## src/lmsg_pkg.sv

```systemverilog
// constants, register map and memory areas of the long text output block
package lmsg_pkg;
  localparam logic [3:0]  ADDR_CTRL     = 4'h0;
  localparam logic [3:0]  ADDR_SRC      = 4'h1;
  localparam logic [3:0]  ADDR_STAT     = 4'h2;
  localparam logic [3:0]  ADDR_IRQ      = 4'h3;
  localparam logic [3:0]  ADDR_MASK     = 4'h4;
  localparam int          CTRL_START    = 0;
  localparam int          CTRL_INDIR    = 1;
  localparam int          CTRL_DEST_LSB = 4;
  localparam int          STAT_BUSY     = 0;
  localparam int          STAT_FAULT    = 1;
  localparam int          STAT_SENT     = 2;
  localparam int          STAT_LEN_LSB  = 8;
  localparam int          IRQ_DONE      = 0;
  localparam int          IRQ_FAULT     = 1;
  localparam logic [3:0]  DEST_CONSOLE  = 4'h0;
  localparam logic [3:0]  DEST_SER_LEFT = 4'h1;
  localparam logic [3:0]  DEST_SER_RIGHT = 4'h2;
  localparam logic [4:0]  MSG_LAST_WORD = 5'h0F;
  localparam logic [15:0] MSG_SPAN      = 16'h000F;
  localparam logic [5:0]  MSG_CHARS     = 6'h20;
  localparam logic [7:0]  CHAR_CR       = 8'h0D;
  localparam logic [7:0]  CHAR_NUL      = 8'h00;
  // memory areas of the flat word space
  localparam logic [15:0] IR_BASE       = 16'h0000;
  localparam logic [15:0] IR_END        = 16'h00FF;
  localparam logic [15:0] HR_BASE       = 16'h0100;
  localparam logic [15:0] HR_END        = 16'h01FF;
  localparam logic [15:0] AR_BASE       = 16'h0200;
  localparam logic [15:0] AR_END        = 16'h02FF;
  localparam logic [15:0] LR_BASE       = 16'h0300;
  localparam logic [15:0] LR_END        = 16'h03FF;
  localparam logic [15:0] DATA_BASE     = 16'h1000;
  localparam logic [15:0] DATA_WORDS    = 16'h0800;
  localparam logic [15:0] DATA_END      = 16'h17FF;
  localparam logic [3:0]  RST_DEST      = 4'h0;
  localparam logic [15:0] RST_SRC       = 16'h0000;
  localparam logic [1:0]  RST_MASK      = 2'h0;
endpackage

```

## src/pin_sync.sv

```systemverilog
// three-stage pin synchroniser with agreement filter
`timescale 1ns/1ns
module pin_sync #(
  parameter int W = 2
) (
  input  wire logic         clk,
  input  wire logic         rstn,
  input  wire logic [W-1:0] pinIn,
  output logic      [W-1:0] level
);
  logic [W-1:0] s1_r;
  logic [W-1:0] s2_r;
  logic [W-1:0] s3_r;

  always_ff @(posedge clk or negedge rstn) begin
    if (!rstn) begin
      s1_r  <= '0;
      s2_r  <= '0;
      s3_r  <= '0;
      level <= '0;
    end else begin
      s1_r <= pinIn;
      s2_r <= s1_r;
      s3_r <= s2_r;
      for (int i = 0; i < W; i++) begin
        if (s2_r[i] == s3_r[i]) begin
          level[i] <= s3_r[i];
        end
      end
    end
  end
endmodule // pin_sync

```

## src/msg_buf.sv

```systemverilog
// sixteen-word message buffer, registered read
`timescale 1ns/1ns
module msg_buf (
  input  wire logic        clk,
  input  wire logic        wrEn,
  input  wire logic [3:0]  wrAddr,
  input  wire logic [15:0] wrData,
  input  wire logic [3:0]  rdAddr,
  output logic      [15:0] rdData
);
  logic [15:0] mem [16];

  always_ff @(posedge clk) begin
    if (wrEn) begin
      mem[wrAddr] <= wrData;
    end
    rdData <= mem[rdAddr];
  end
endmodule // msg_buf

```

## src/long_text_output.sv

```systemverilog
// long text output instruction engine with register port and char streams
//
// Added by the designer: the strobed register port and the placing of the registers.
`timescale 1ns/1ns
module long_text_output (
  input  wire logic        clk,
  input  wire logic        rstn,
  input  wire logic [3:0]  regAddr,
  input  wire logic [15:0] regWdata,
  input  wire logic        regWr,
  input  wire logic        regRd,
  output logic      [15:0] regRdata,
  output logic             irq,
  output logic             memRd,
  output logic      [15:0] memAddr,
  input  wire logic [15:0] memRdata,
  input  wire logic        termModePin,
  input  wire logic        textModePin,
  input  wire logic        serBusy,
  output logic             conValid,
  input  wire logic        conReady,
  output logic             serValid,
  input  wire logic        serReady,
  output logic      [7:0]  outChar,
  output logic             faultFlag
);
  typedef enum logic [5:0] {
    ST_IDLE  = 6'b000001,
    ST_PTR   = 6'b000010,
    ST_CHECK = 6'b000100,
    ST_LOAD  = 6'b001000,
    ST_FETCH = 6'b010000,
    ST_SEND  = 6'b100000
  } state_t;

  state_t      state_r;
  state_t      state_nxt;
  logic [3:0]  dest_r;
  logic        indir_r;
  logic [15:0] src_r;
  logic [1:0]  irqSt_r;
  logic [1:0]  mask_r;
  logic        sent_r;
  logic [15:0] base_r;
  logic        rdPend_r;
  logic [4:0]  issue_r;
  logic [3:0]  recv_r;
  logic        nulSeen_r;
  logic [7:0]  last_r;
  logic [5:0]  len_r;
  logic [5:0]  idx_r;
  logic        fetchWait_r;
  logic [15:0] bufRd;
  logic [1:0]  modes;
  logic        termMode;
  logic        textMode;

  pin_sync #(.W(2)) u_sync (
    .clk   (clk),
    .rstn  (rstn),
    .pinIn ({textModePin, termModePin}),
    .level (modes)
  );
  assign termMode = modes[0];
  assign textMode = modes[1];

  // register decode
  wire ctrlWr   = regWr && (regAddr == lmsg_pkg::ADDR_CTRL);
  wire srcWr    = regWr && (regAddr == lmsg_pkg::ADDR_SRC);
  wire irqWr    = regWr && (regAddr == lmsg_pkg::ADDR_IRQ);
  wire maskWr   = regWr && (regAddr == lmsg_pkg::ADDR_MASK);
  wire busy     = (state_r != ST_IDLE);
  wire start    = ctrlWr && regWdata[lmsg_pkg::CTRL_START] && !busy;
  wire [3:0] startDest = regWdata[lmsg_pkg::CTRL_DEST_LSB +: 4];
  wire toCon    = (dest_r == lmsg_pkg::DEST_CONSOLE);
  wire toSerL   = (dest_r == lmsg_pkg::DEST_SER_LEFT);
  wire toSerR   = (dest_r == lmsg_pkg::DEST_SER_RIGHT);
  wire toSer    = toSerL || toSerR;
  wire swap     = toSerR;

  // memory area of a word address, zero when unmapped
  function automatic logic [2:0] areaOf(input logic [16:0] a);
    logic [2:0] r;
    r = 3'h0;
    if (a[16]) r = 3'h0;
    else if (a[15:0] <= lmsg_pkg::IR_END) r = 3'h1;
    else if (a[15:0] >= lmsg_pkg::HR_BASE && a[15:0] <= lmsg_pkg::HR_END) r = 3'h2;
    else if (a[15:0] >= lmsg_pkg::AR_BASE && a[15:0] <= lmsg_pkg::AR_END) r = 3'h3;
    else if (a[15:0] >= lmsg_pkg::LR_BASE && a[15:0] <= lmsg_pkg::LR_END) r = 3'h4;
    else if (a[15:0] >= lmsg_pkg::DATA_BASE && a[15:0] <= lmsg_pkg::DATA_END) r = 3'h5;
    return r;
  endfunction

  wire [2:0]  areaFirst = areaOf({1'b0, base_r});
  wire [2:0]  areaLast  = areaOf({1'b0, base_r} + {1'b0, lmsg_pkg::MSG_SPAN});
  wire        areaBad   = (areaFirst == 3'h0) || (areaFirst != areaLast);
  wire        destBad   = !(toCon || toSer);
  wire        busyBad   = toSer && serBusy;
  wire        checkFault = areaBad || destBad || busyBad;

  // indirect pointer: four BCD digits giving a data memory index
  wire [3:0]  d3 = memRdata[15:12];
  wire [3:0]  d2 = memRdata[11:8];
  wire [3:0]  d1 = memRdata[7:4];
  wire [3:0]  d0 = memRdata[3:0];
  wire        bcdOk = (d3 <= 4'h9) && (d2 <= 4'h9) && (d1 <= 4'h9) && (d0 <= 4'h9);
  wire [15:0] ptrBin = 16'(16'(d3) * 16'h03E8) + 16'(16'(d2) * 16'h0064)
                     + 16'(16'(d1) * 16'h000A) + 16'(d0);
  wire        ptrOk = bcdOk && (ptrBin < lmsg_pkg::DATA_WORDS);
  wire        ptrFault = (state_r == ST_PTR) && rdPend_r && !ptrOk;

  // scan of one received word in send order
  wire [7:0]  b0 = swap ? memRdata[7:0] : memRdata[15:8];
  wire [7:0]  b1 = swap ? memRdata[15:8] : memRdata[7:0];
  wire        loadRx = (state_r == ST_LOAD) && rdPend_r;
  wire        b0Nul = (b0 == lmsg_pkg::CHAR_NUL);
  wire        b1Nul = (b1 == lmsg_pkg::CHAR_NUL);
  wire        scanNul = nulSeen_r || b0Nul || b1Nul;
  wire [5:0]  scanLen = nulSeen_r ? len_r :
                        b0Nul ? len_r :
                        b1Nul ? len_r + 6'h01 : len_r + 6'h02;
  wire [7:0]  scanLast = (nulSeen_r || b0Nul) ? last_r : (b1Nul ? b0 : b1);
  wire        loadDone = loadRx && (recv_r == lmsg_pkg::MSG_LAST_WORD[3:0]);
  wire        crOk = (scanLast == lmsg_pkg::CHAR_CR) && (scanLen != 6'h00);
  wire        modeOk = (toCon && termMode) || (toSer && textMode);
  wire        goSend = loadDone && crOk && modeOk;

  // character output handshake
  wire        outReady = toCon ? conReady : serReady;
  wire        charTaken = (state_r == ST_SEND) && outReady;
  wire        lastChar = (idx_r + 6'h01 == len_r);
  wire [7:0]  selByte = (idx_r[0] == swap) ? bufRd[15:8] : bufRd[7:0];
  wire        finish = ptrFault || ((state_r == ST_CHECK) && checkFault)
                     || (loadDone && !goSend) || (charTaken && lastChar);
  wire        faultEv = ptrFault || ((state_r == ST_CHECK) && checkFault);

  assign conValid = (state_r == ST_SEND) && toCon;
  assign serValid = (state_r == ST_SEND) && toSer;
  assign irq      = |(irqSt_r & mask_r);

  msg_buf u_buf (
    .clk    (clk),
    .wrEn   (loadRx),
    .wrAddr (recv_r),
    .wrData (memRdata),
    .rdAddr (idx_r[4:1]),
    .rdData (bufRd)
  );

  always_comb begin
    state_nxt = state_r;
    unique case (state_r)
      ST_IDLE: begin
        if (start) state_nxt = regWdata[lmsg_pkg::CTRL_INDIR] ? ST_PTR : ST_CHECK;
      end
      ST_PTR: begin
        if (rdPend_r) state_nxt = ptrOk ? ST_CHECK : ST_IDLE;
      end
      ST_CHECK: begin
        state_nxt = checkFault ? ST_IDLE : ST_LOAD;
      end
      ST_LOAD: begin
        if (loadDone) state_nxt = goSend ? ST_FETCH : ST_IDLE;
      end
      ST_FETCH: begin
        if (fetchWait_r) state_nxt = ST_SEND;
      end
      ST_SEND: begin
        if (charTaken) state_nxt = lastChar ? ST_IDLE : ST_FETCH;
      end
    endcase
  end

  // software registers and interrupt status
  always_ff @(posedge clk or negedge rstn) begin
    if (!rstn) begin
      dest_r  <= lmsg_pkg::RST_DEST;
      indir_r <= 1'b0;
      src_r   <= lmsg_pkg::RST_SRC;
      mask_r  <= lmsg_pkg::RST_MASK;
      irqSt_r <= 2'h0;
    end else begin
      if (start) begin
        dest_r  <= startDest;
        indir_r <= regWdata[lmsg_pkg::CTRL_INDIR];
      end
      if (srcWr && !busy) src_r <= regWdata;
      if (maskWr) mask_r <= regWdata[1:0];
      irqSt_r <= (irqSt_r & ~(irqWr ? regWdata[1:0] : 2'h0))
               | {faultEv, finish};
    end
  end

  // read port, data in the cycle after the strobe only
  always_ff @(posedge clk or negedge rstn) begin
    if (!rstn) begin
      regRdata <= 16'h0000;
    end else if (!regRd) begin
      regRdata <= 16'h0000;
    end else begin
      unique case (regAddr)
        lmsg_pkg::ADDR_CTRL: regRdata <= {8'h00, dest_r, 2'h0, indir_r, 1'b0};
        lmsg_pkg::ADDR_SRC:  regRdata <= src_r;
        lmsg_pkg::ADDR_STAT: regRdata <= {2'h0, len_r, 5'h00, sent_r, faultFlag, busy};
        lmsg_pkg::ADDR_IRQ:  regRdata <= {14'h0000, irqSt_r};
        lmsg_pkg::ADDR_MASK: regRdata <= {14'h0000, mask_r};
        default:             regRdata <= 16'h0000;
      endcase
    end
  end

  // engine datapath
  always_ff @(posedge clk or negedge rstn) begin
    if (!rstn) begin
      state_r     <= ST_IDLE;
      base_r      <= 16'h0000;
      memRd       <= 1'b0;
      memAddr     <= 16'h0000;
      rdPend_r    <= 1'b0;
      issue_r     <= 5'h00;
      recv_r      <= 4'h0;
      nulSeen_r   <= 1'b0;
      last_r      <= 8'h00;
      len_r       <= 6'h00;
      idx_r       <= 6'h00;
      fetchWait_r <= 1'b0;
      outChar     <= 8'h00;
      faultFlag   <= 1'b0;
      sent_r      <= 1'b0;
    end else begin
      state_r  <= state_nxt;
      rdPend_r <= memRd;
      memRd    <= 1'b0;
      if (start) begin
        faultFlag <= 1'b0;
        sent_r    <= 1'b0;
        issue_r   <= 5'h00;
        recv_r    <= 4'h0;
        nulSeen_r <= 1'b0;
        last_r    <= 8'h00;
        len_r     <= 6'h00;
        idx_r     <= 6'h00;
        if (regWdata[lmsg_pkg::CTRL_INDIR]) begin
          memRd   <= 1'b1;
          memAddr <= lmsg_pkg::DATA_BASE + src_r;
        end else begin
          base_r  <= src_r;
        end
      end
      if (state_r == ST_PTR && rdPend_r) begin
        base_r <= lmsg_pkg::DATA_BASE + ptrBin;
      end
      if (faultEv) faultFlag <= 1'b1;
      // sixteen reads, one per cycle
      if (state_r == ST_LOAD && issue_r <= lmsg_pkg::MSG_LAST_WORD) begin
        memRd   <= 1'b1;
        memAddr <= base_r + 16'(issue_r);
        issue_r <= issue_r + 5'h01;
      end
      if (loadRx) begin
        recv_r    <= recv_r + 4'h1;
        nulSeen_r <= scanNul;
        len_r     <= scanLen;
        last_r    <= scanLast;
      end
      if (state_r == ST_FETCH) begin
        fetchWait_r <= !fetchWait_r;
        if (fetchWait_r) outChar <= selByte;
      end
      if (charTaken) begin
        idx_r  <= idx_r + 6'h01;
        sent_r <= 1'b1;
      end
    end
  end
endmodule // long_text_output

```

## config.mk

```make
export PLATFORM = sky130hd
export DESIGN_NAME = long_text_output
export DESIGN_NICKNAME = d
export VERILOG_FILES = /design/src/lmsg_pkg.sv /design/src/pin_sync.sv /design/src/msg_buf.sv /design/src/long_text_output.sv
export SDC_FILE = /design/constraint.sdc
export NUM_CORES = 1
export LEC_CHECK = 0
export ABC_AREA = 1
export BUFFER_PORTS_ARGS = -buffer_cell sky130_fd_sc_hd__buf_2
export CAP_MARGIN = 20
export CORE_UTILIZATION = 35
export DETAILED_ROUTE_END_ITERATION = 10
export GPL_ROUTABILITY_DRIVEN = 1
export HOLD_SLACK_MARGIN = 0.1
export PLACE_DENSITY = 0.59
export SETUP_SLACK_MARGIN = 0.05
export SLEW_MARGIN = 10
export SYNTH_ARGS = -nofsm -noshare
export SYNTH_HDL_FRONTEND = slang
export SYNTH_HIERARCHICAL = 1
export SYNTH_SLANG_ARGS = --single-unit
```

## constraint.sdc

```tcl
create_clock -name clk -period 2.45 [get_ports clk]
set_input_delay 0.3675 -clock clk [delete_from_list [all_inputs] [get_ports clk]]
set_output_delay 0.3675 -clock clk [all_outputs]
set_load 0.05 [all_outputs]
```

### Yosys cells after proc, flatten, opt, wreduce, memory -nomap -nowiden

Memories as Yosys holds them, arrays and structs flattened. A register that Yosys moved wholly into a read port is not among the register bits.
Index checks and enable logic that the tools add are counted.

* bits in registers: 130
* latch bits: 0
* RAM bits: 256
* memory bits (read-only): 0
* input bits: 45
* output and inout bits: 45
* memories: 1

Memories
* u_buf.mem: words 16, bits a word 16, read ports 1, clocked after Yosys merged registers in 1, write ports 1, line msg_buf.sv:11 `logic [15:0] mem [16];`

* add/subtract/negate cells: 12
* multipliers: 3
* div/mod/pow operators: 0
* order comparisons: 24
* equal/unequal tests: 26
* shifts and indexed selects: 0
* multiplexer cells: 58
* bitwise logic cells: 4
* reduce and logical (&&, ||, !) cells: 69

Operators by type and width (number)
* $mux W16: 7
* $pmux W16 S5: 1
* $mux W6: 11
* $ge A16 B10 Y1 const B: 4
* $le A16 B10 Y1 const B: 4
* $mux W8: 7
* $mux W3: 13
* $logic_and A1 B1 Y1: 36
* $pmux W6 S6: 1
* $add A13 B16 Y16 const A: 2
* $ge A16 B13 Y1 const B: 2
* $ge A16 B9 Y1 const B: 2
* $le A16 B13 Y1 const B: 2
* $le A16 B8 Y1 const B: 2
* $le A16 B9 Y1 const B: 2
* $mux W5: 4
* $add A16 B4 Y17 const B: 1
* $add A15 B8 Y16: 1
* $add A16 B4 Y16: 1
* $add A16 B5 Y16: 1
* $le A4 B4 Y1 const B: 4
* $logic_not A8 Y1: 2
* $lt A16 B12 Y1 const B: 1
* $add A14 B11 Y15: 1
* other kinds (40): 84

### Longest topological paths before layout

Gate-level depths: netlist (run 1).

* depth after elaboration: 18
* mapped depth: 29
* gate-level depth less buffers: 29

### Cells and area by module

Netlist (run 1), hierarchy kept.

Modules (own cells, without submodules)
* msg_buf: instances 1, cells each 1074, area each 11380.9 um^2, sequential area each 8007.7 um^2
* long_text_output: instances 1, cells each 1156, area each 8735.9 um^2, sequential area each 3054.2 um^2
* pin_sync: instances 1, cells each 16, area each 232.7 um^2, sequential area each 200.2 um^2

### Least setup slack after synthesis (run 1)

No wires, ideal clock.

* path type: in2reg
* start: input port memRdata[13]
* end: register irqSt_r[0]
* setup time: 0.121 ns
* arrival: 4.881 ns
* required time: 2.329 ns
* slack: -2.552 ns
* stages on the path: 28
* cells stage by stage: fa_1 inv_1 fa_1 inv_1 ha_1 nand2_1 o21ai_0 xor2_1 inv_1 ha_1 ha_1 ha_1 nand2_1 a21oi_1 a211oi_1 nand3_1 or2_2 nand2_1 ha_1 nand2_1 a21oi_1 nand4_1 nor2_1 nand2_1 a21oi_1 nand3_1 nand2_1 nand2_1

* word-level cells in the longest chain between the ends: 14

RTL lines
* from (decl): line long_text_output.sv:16 `input wire logic [15:0] memRdata,`
* branches (longest 11 deep; another with $add A15 B8 Y16)
* $logic_or A1 B1 Y1 * (2 in series): line long_text_output.sv:134 `|| (loadDone && !goSend) || (charTaken && lastChar);`
* $or A2 B2 Y2 *: line long_text_output.sv:190 `| {faultEv, finish};`
* to (signal assigned): line long_text_output.sv:189 `irqSt_r <= (irqSt_r & ~(irqWr ? regWdata[1:0] : 2'h0))`
* to (decl): line long_text_output.sv:41 `logic [1:0] irqSt_r;`

Every way passes the cells marked *.
A chain may end at the register's enable or synchronous reset.

### Final worst setup path (run 1)

* start: input port memRdata[14]
* end: register irqSt_r[0]

Same word-level chain as after synthesis.

==> metrics.txt, run 1 <==
Max VDD drop ~510 uV; Worst-Skew Late Latency 580 ps; largest family of logic cells by synthesized area simple AND/OR/NAND/NOR gates; final worst slack -1980 ps; Post-synth top flop edfxtp_1; Site Rows 88; synth-to-layout area growth 27.0%; simple-gate share of the synthesized area between 20% and 30%; Synth Area in XOR/XNOR approximately 1.9%; Critical Path Sink Type register; mux contribution to synthesized area 0.652%; post-route antenna net violation count 0; die width approximately 240 um; most common cell after layout, fill and taps aside nand2_1; vias after detailed routing 16100; initial antenna violation count 0; Post-Layout Cell Count 3344; syn avg cell area approximately 9 um2; Mapped Area a little over 20000 um2; adder-cell share of the synthesized area ~6.0%; Slowest Stage Delay on Critical Path 580 ps; worst hold path depth 4; P_sw 8.27 mW; DRT Pass-1 Iters 7; Arr. time, crit path between 4000 and 5000 ps; count of cell types in the netlist 47; Reg2Reg Launch Point dest_r[0]; clock power share between 20% and 30%; number of I/O port buffers slightly below 90; Yosys top cell area share 37.8%; Filler cells about 5400; maximum clock rate 0.226 GHz; number of diodes 0; startpoint types primary input; FF-to-FF End irqSt_r[0]; vias in the first global route 15900; Clock Tree Root clkbuf_16; most frequent cells in the layout nand2_1 (626), inv_1 (351), edfxtp_1 (256), nand3_1 (249), buf_4 (184); reg2reg path depth 20; reg2reg setup slack -100 ps; Placed Instances between 3000 and 4000; WL met2 29300 um; met3 wire length about 2600 um; Die H around 240 um; Power, Total around 24 mW; clock sink count ~400; GR Overflow Total 0; Final nets approximately 2700; Cell Pwr Density 934 nW/um2; Post-synth EDFFs 256; Worst Path Required a little under 3000 ps; max-slew violation count 0; Worst Skew about 23 ps; Die Area slightly below 60000 um2; Hold EP state_r[2]; Core ar. approximately 58000 um2; clock slew at reported path FFs ~60 ps; crit-path max FO 4; synthesized instance count ~2200; top routing layer used met4; Yosys reg bits roughly 400; Max-Cap Viols 0; power share of the combinational group ~37%; Flop pwr share roughly 34%; Worst slew margin 51.9%; CTS H-tree lvls 2; Worst Path Class, Setup in2reg; worst-case clock buffer depth 3; minimum clock period 4430 ps; Iteration-0 DRC Markers about 1200; Ys Warns 6; CTS buffer count 44; sw frac about 34%; outcome finished with violations; RSZ-0062 raised after global routing yes; IO Pins 90; CTS tree done; drc violations 0; layout cells sized above 1 a little over a fifth; DP HPWL just under 40000 um; WL final ~58000 um; post-synth top area cell edfxtp_1; share of the yosys chip area belonging to registers 55.3%; Final Hold Vio Count 0; min-delay worst type in2reg; Vias per Instance approximately 4.8; failing checks negative setup slack; Post-Place Setup Slack -2770 ps; Synth Area in Compound Gates 5.13%; slowest cell on the critical path fa_1; wl on met1 roughly 24000 um; Cell Int Power between 15 and 20 mW; crit-path most repeated cell ha_4; gp weighted congestion roughly 0.85; top cells by area, synth edfxtp_1 (38%), dfrtp_1 (16%), nand2_1 (12%); largest net degree at the start of global routing ~130; gr usage total 19.5%; Async S/R FF share, synth 32.3%; Setup Viol. Count Final 15; worst-margin pin slew between 700 and 800 ps; Initial Utilization approximately 35%; P_leak approximately 12 nW; Mapped Nets approximately 2400; post-route clock period utilization 181%; setup TNS -19190 ps; hold_sp regWdata[1]; WL/cell 17.3 um; first-pass GRT wire length 89300 um
## worst max path at each step
stage / start / endpoint / depth (start not counted)
after floorplan: memRdata[15] / irqSt_r[0] / 28
after global placement: memRdata[15] / irqSt_r[0] / 28
after detailed placement: memRdata[15] / irqSt_r[0] / 28
after CTS: memRdata[13] / irqSt_r[0] / 30
after global routing: memRdata[14] / irqSt_r[0] / 31
final: memRdata[14] / irqSt_r[0] / 29
## synthesized netlist by cell type (all sizes together) (3+ instances only)
cell type  instances
dfxtp             16
a21oi             44
xnor2              9
edfxtp           256
o22ai             16
nor4               3
nand3            256
mux2              10
a211oi             3
nor3              14
xor2              35
ha                69
nor2             123
inv              374
o21ai             94
o221ai             4
clkbuf            23
buf               53
a221oi             4
dfrtp            129
nand2            651
a22o               5
nand3b             4
fa                18
a31oi              5
nand4             12
## flip-flops by register name, indices dropped and copies added (netlist names), 2 cells and up
register	flops
memAddr	16
recv_r	4
u_buf/mem	256
outChar	8
regRdata	16
u_sync/s3_r	2
u_sync/level	2
dest_r	4
u_buf/rdData	16
u_sync/s1_r	2
idx_r	6
state_r	6
last_r	8
u_sync/s2_r	2
len_r	6
base_r	16
issue_r	5
mask_r	2
irqSt_r	2
src_r	16
## cell families after synthesis
logic type | Yosys count
simple gates | 1064
buf+inv | 451
mux | 12
fa+ha+maj | 87
xor+xnor | 44
compound gates | 186
flops | 402
## cell type report
type	instances	area, um2	share of cell area (%)
inverters	375	1420	5.47
clock inverters	21	246	0.954
flip-flops and latches	402	11300	43.6
well taps	765	957	3.70
repair buffers	327	2690	10.4
multi-input cells	1393	7980	30.9
clock buffers	61	1290	4.99
## metrics by stage
stage	cell area (um2)	hold WS, ps	utilization, %
floorplan	20700	71.9	-
global placement	23400	334	40.6
detailed placement	23400	346	40.6
CTS	25500	133	44.3
global route	25800	164	44.9
finish	25800	167	44.9
## layer usage
layer	vias to the layer above	GRT usage (%)
li1	7823	-
met1	7815	24.0
met2	405	34.8
met3	102	2.74
met4	0	6.75
met5	-	0
## worst max-delay path, delay by kind of cell
kind            cells  cell delay, ps
fa+ha+maj           7            2200
buf+inv             4             300
xor+xnor            1             150
compound gates      4             530
simple gates       13            1350
## power by group through the flow
stage	logic (mW)	clock network, mW	registers (mW)
4_1_cts	8.40	7.10	8.23
3_3_place_gp	7.36	0	8.36
5_1_grt	9.75	7.35	8.29
3_5_place_dp	7.52	0	8.36
6_report	8.90	6.98	8.25
2_1_floorplan	4.68	0	8.30
## what timing repair did
item	4_1_cts	5_1_grt
gates resized for setup	82	67
cloned	1	1
setup endpoints to repair	22	114
hold buffers	19	0
pin swaps	54	55
buffers inserted	12	13
hold endpoints to repair	75	0
No activity file was read; power rests on OpenSTA's default activity.
==> run 2, diff against run 1 <==
--- a/config.mk
+++ b/config.mk
@@ -8,12 +8,15 @@
 export ABC_AREA = 1
 export BUFFER_PORTS_ARGS = -buffer_cell sky130_fd_sc_hd__buf_2
 export CAP_MARGIN = 20
+export CELL_PAD_IN_SITES_DETAIL_PLACEMENT = 1
+export CELL_PAD_IN_SITES_GLOBAL_PLACEMENT = 2
 export CORE_UTILIZATION = 35
 export DETAILED_ROUTE_END_ITERATION = 10
 export GPL_ROUTABILITY_DRIVEN = 1
 export HOLD_SLACK_MARGIN = 0.1
-export PLACE_DENSITY = 0.59
+export PLACE_DENSITY = 0.82
 export SETUP_SLACK_MARGIN = 0.05
+export SKIP_CTS_REPAIR_TIMING = 1
 export SLEW_MARGIN = 10
 export SYNTH_ARGS = -nofsm -noshare
 export SYNTH_HDL_FRONTEND = slang
==> constraint.sdc (replaced) <==
create_clock -name clk -period 3.9 [get_ports clk]
set_input_delay 0.585 -clock clk [delete_from_list [all_inputs] [get_ports clk]]
set_output_delay 0.585 -clock clk [all_outputs]
set_load 0.05 [all_outputs]
==> run 2 against run 1 <==
  * The run still ends with negative setup slack left
  * Routed wire length grew 10%
  * Critical path type unchanged
  * Register-to-register slack improved by 1000 ps
  * Worst hold slack worse by 85 ps
  * Sequential share of layout area grew 2.9 points
  * First-iteration DRC count down 18%
  * Highest routed layer is now met5
  * Critical path depth down 1
==> metrics.txt, run 2 (same netlist as run 1, synthesis figures left out) <==
Max VDD drop about 380 uV; CTS tree done; hold slack between 80 and 90 ps; Vias per Instance roughly 5.0; WL/cell roughly 20 um; Iteration-0 DRC Markers 952; Post-Place Setup Slack -1670 ps; clock sink count around 400; Critical Path Sink Type register; Setup Viol. Count Final 9; crit path launch memRdata[13]; clock slew at reported path FFs about 60 ps; Worst Path Class, Setup in2reg; die width roughly 240 um; WL final 63900 um; post-route antenna net violation count 0; CTS H-tree lvls 2; reg2reg setup slack roughly 930 ps; minimum clock period between 4000 and 5000 ps; Placed Instances roughly 3100; final worst slack -906 ps; P_leak ~11 nW; initial antenna violation count 2; Clock Tree Root clkbuf_16; Initial Utilization between 30 and 40%; final core occ 42.1%; Reg2Reg Launch Point state_r[4]; Cell Pwr Density just under 600 nW/um2; drc violations 0; clock power share 29.9%; IO Pins 90; Post-Layout Cell Count 3238; post-route clock period utilization 123%; vias after detailed routing around 16000; DP HPWL ~43000 um; first-pass GRT wire length 98000 um; Worst-Skew Late Latency approximately 600 ps; Final Hold Vio Count 0; failing checks negative setup slack; FF-to-FF End base_r[7]; DRT Pass-1 Iters 5; number of I/O port buffers 89; power share of the combinational group 33.6%; Worst Path Required about 4400 ps; Power, Total between 10 and 15 mW; max-slew violation count 0; crit-path max FO 4; Site Rows approximately 90; RSZ-0062 raised after global routing yes; GR Overflow Total 0; Max-Cap Viols 0; gr usage total between 20 and 25%; Arr. time, crit path 5270 ps; Cell Int Power between 9 and 10 mW; Die H about 240 um; Largest register FFs 256; synth-to-layout area growth 19.1%; Core ar. roughly 58000 um2; largest net degree at the start of global routing approximately 110; Die Area between 50000 and 60000 um2; outcome finished with violations; most frequent cells in the layout nand2_1 (636), inv_1 (365), edfxtp_1 (256), nand3_1 (251); vias in the first global route 17200; worst setup path end irqSt_r[0]; Worst slew margin about a third; layout cells sized above 1 between 15 and 20%; gp weighted congestion around 0.83; reg2reg path depth 11; maximum clock rate 0.208 GHz; Flop pwr share a little over a third; min-delay worst type in2async; startpoint types primary input; worst-margin pin slew around 1000 ps; Biggest register u_buf/mem; CTS buffer count 45; worst-case clock buffer depth 3; Worst Skew between 30 and 40 ps; Final nets about 2600; P_sw between 5 and 6 mW; sw frac between 30% and 40%; most common cell after layout, fill and taps aside nand2_1
-- run 2: cell count changes in the layout (fill, tap and decap cells not counted), sizes merged, moves of 2 or more --
cell / previous run / this run
buf: 307 / 218
clkbuf: 62 / 59
clkinv: 15 / 17
clkinvlp: 2 / 4
dlygate4sd3: 19 / 0
-- run 2: power groups by stage --
stage	clock network [mW]	registers [mW]	logic, mW
finish	4.27	5.22	4.80
global route	4.49	5.25	5.31
CTS	4.36	5.22	4.45
detailed placement	0	5.30	4.42
global placement	0	5.29	4.27
floorplan	0	5.22	2.89
-- run 2: worst min-delay path by stage --
stage / from / endpoint
global route: textModePin / u_sync/s1_r[1]
global placement: u_sync/s1_r[0] / u_sync/s2_r[0]
finish: rstn / memAddr[3]
floorplan: rstn / base_r[0]
CTS: textModePin / u_sync/s1_r[1]
detailed placement: u_sync/s1_r[1] / u_sync/s2_r[1]
-- run 2: final cells by class --
type                       instances  area (um2)
sequential                       402       11300
clock inverter                    25         270
antenna                            1        2.50
multi-input combinational       1393        7680
timing repair buffer             218        1450
clock buffer                      59        1210
tap                              765         957
fill                            6634       33300
inverter                         375        1410
-- run 2: metal layers --
metal  part of all wire (%)  track usage [%]  wire length [um]
met1                     43             26.9             27600
met2                     50             37.6             31700
met3                    3.9             3.07              2520
met4                    3.2             7.70              2060
met5                  0.013                0                 8
-- run 2: metrics by stage --
stage / cell area [um2] / TNS, ps
2_1_floorplan: 20600 / -5530
3_3_place_gp: 22500 / -11780
3_5_place_dp: 22500 / -13110
4_1_cts: 24000 / -6190
5_1_grt: 24200 / -7700
6_report: 24200 / -5740
-- run 2: critical path, stage by stage --
cell     delay (ps)
buf_8           100
fa_1            580
inv_2            70
fa_1            520
inv_2            50
ha_4            260
buf_4           150
xnor2_1         190
ha_1            300
ha_4            270
ha_4            270
buf_4           120
inv_1            70
nor3_2          250
nand3_1         130
nand3_2         100
nand2_1         110
nand2_4         110
ha_4            130
nand2_2          50
a21oi_2         100
nand4_1         100
nor2_1          160
nand2_2         150
a21oi_2         140
nand3_1          70
nand2_1          80
nand2_1          50
==> run 3, diff against run 2 <==
==> constraint.sdc (replaced) <==
create_clock -name clk -period 3.9 [get_ports clk]
set_input_delay 0.78 -clock clk [delete_from_list [all_inputs] [get_ports clk]]
set_output_delay 0.78 -clock clk [all_outputs]
set_load 0.05 [all_outputs]
==> run 3 against run 2 <==
  * The flow still finishes with violations (negative setup slack)
  * Worst hold slack improved by 200 ps
  * Register-to-register slack better by 60 ps
  * Clock power hardly changed
  * Critical path type unchanged
==> metrics.txt, run 3 (same netlist as run 1, synthesis figures left out) <==
clock sink count about 400; WL/cell 19.9 um; post-route antenna net violation count 0; Worst Path Class, Setup in2reg; reg2reg setup slack 990 ps; Die H roughly 240 um; startpoint types primary input; failing checks negative setup slack; CTS buffer count 45; vias after detailed routing around 16000; setup TNS -7120 ps; Biggest register u_buf/mem; clock slew at reported path FFs roughly 60 ps; maximum clock rate 0.202 GHz; min-delay worst type in2async; final core occ ~42%; Max-Cap Viols 0; minimum clock period 4950 ps; Final nets approximately 2600; met3 GRT Util 2.32%; most frequent cells in the layout nand2_1 (635), inv_1 (361), edfxtp_1 (256), nand3_1 (251), dfrtp_1 (127); max-slew violation count 0; first-pass GRT wire length around 99000 um; final worst slack -1050 ps; CTS tree done; gp weighted congestion 0.851; Critical Path Sink Type register; Clock Tree Root clkbuf_16; outcome finished with violations; crit-path max FO 4; Worst slew margin roughly 32%; DP HPWL approximately 44000 um; number of I/O port buffers 89; Worst-Skew Late Latency between 500 and 600 ps; most common cell after layout, fill and taps aside nand2_1; synth-to-layout area growth 19.7%; Core ar. around 58000 um2; Arr. time, crit path about 5400 ps; Site Rows 88; reg2reg path depth 11; Placement Cell Area 22500 um2; RSZ-0062 raised after global routing yes; Power, Total 14.4 mW; fin area around 24000 um2; M1 GR Usage approximately 28%; vias in the first global route approximately 17000; DRT Pass-1 Iters 5; GR Util met2 38.6%; Final Hold Vio Count 0; worst-margin pin slew roughly 1000 ps; Most Crowded Layer GR met2; drc violations 0; CTS H-tree lvls 2; Iteration-0 DRC Markers ~930; largest net degree at the start of global routing a little over 90; worst-case clock buffer depth 3; gr usage total 21.7%; Setup Viol. Count Final 10; die width roughly 240 um; post-route clock period utilization 127%; Post-Layout Cell Count around 3200; Initial Utilization 35.3%; GR Overflow Total 0; Vias per Instance roughly 5; Worst Skew around 26 ps; Placed Instances approximately 3100; Reg2Reg Launch Point state_r[4]; Cell Pwr Density 590 nW/um2; Largest register FFs about 260; IO Pins 90; layout cells sized above 1 approximately 16%; initial antenna violation count 2; WL final 64300 um; Max VDD drop ~340 uV; Worst Path Required between 4000 and 5000 ps; FF-to-FF End base_r[7]; Die Area approximately 59000 um2; P_leak ~11 nW
-- run 3: how the worst max path moves through the flow --
stage	startpoint	end	depth (start not counted)
after CTS	memRdata[15]	irqSt_r[0]	29
after detailed placement	memRdata[15]	irqSt_r[0]	29
after global routing	memRdata[14]	irqSt_r[0]	29
after floorplan	memRdata[15]	irqSt_r[0]	28
final	memRdata[14]	faultFlag	27
after global placement	memRdata[15]	irqSt_r[0]	28
-- run 3: metal layers --
| layer | up-vias | part of all wire (%) |
|---|---|---|
| met5 | - | 0 |
| met4 | 0 | 2.6 |
| met3 | 104 | 3.7 |
| met2 | 325 | 51 |
| met1 | 8108 | 43 |
| li1 | 7609 | - |
-- run 3: area by class of cell --
cell class                 instances  area [um2]
antenna                            1        2.50
inverter                         375        1410
sequential                       402       11300
fill                            6620       33200
clock inverter                    21         199
timing repair buffer             218        1490
multi-input combinational       1393        7760
tap                              765         957
clock buffer                      63        1280
-- run 3: critical path, stage by stage --
cell,delay [ps]
buf_8,100
fa_1,580
inv_2,60
fa_1,510
inv_2,50
ha_4,310
nand2_2,60
o21ai_2,140
xor2_1,170
inv_1,100
ha_4,250
ha_4,270
ha_4,220
nand2_4,100
a21oi_4,40
a211oi_2,190
nand3_2,120
or2_4,280
nand2_4,70
ha_4,130
nand2_2,40
a21oi_2,110
nand4_1,100
nor2_1,160
nand2_2,140
a22oi_1,250
nand2_1,80
-- run 3: per-stage QoR --
stage                     setup WS [ps]  hold WS, ps
after global placement            -1690          344
after detailed placement          -1860          342
after CTS                         -1260          265
final                             -1050          281
after floorplan                   -1130          331
after global routing              -1350          277
-- run 3: power by group --
| group | total (mW) | switching (mW) | internal, mW | leakage (nW) |
|---|---|---|---|---|
| registers | 5.32 | 0.453 | 4.87 | 4.01 |
| logic | 4.79 | 2.90 | 1.90 | 6.62 |
| clock network | 4.26 | 1.81 | 2.45 | 0.738 |
| total | 14.4 | 5.16 | 9.21 | 11.4 |
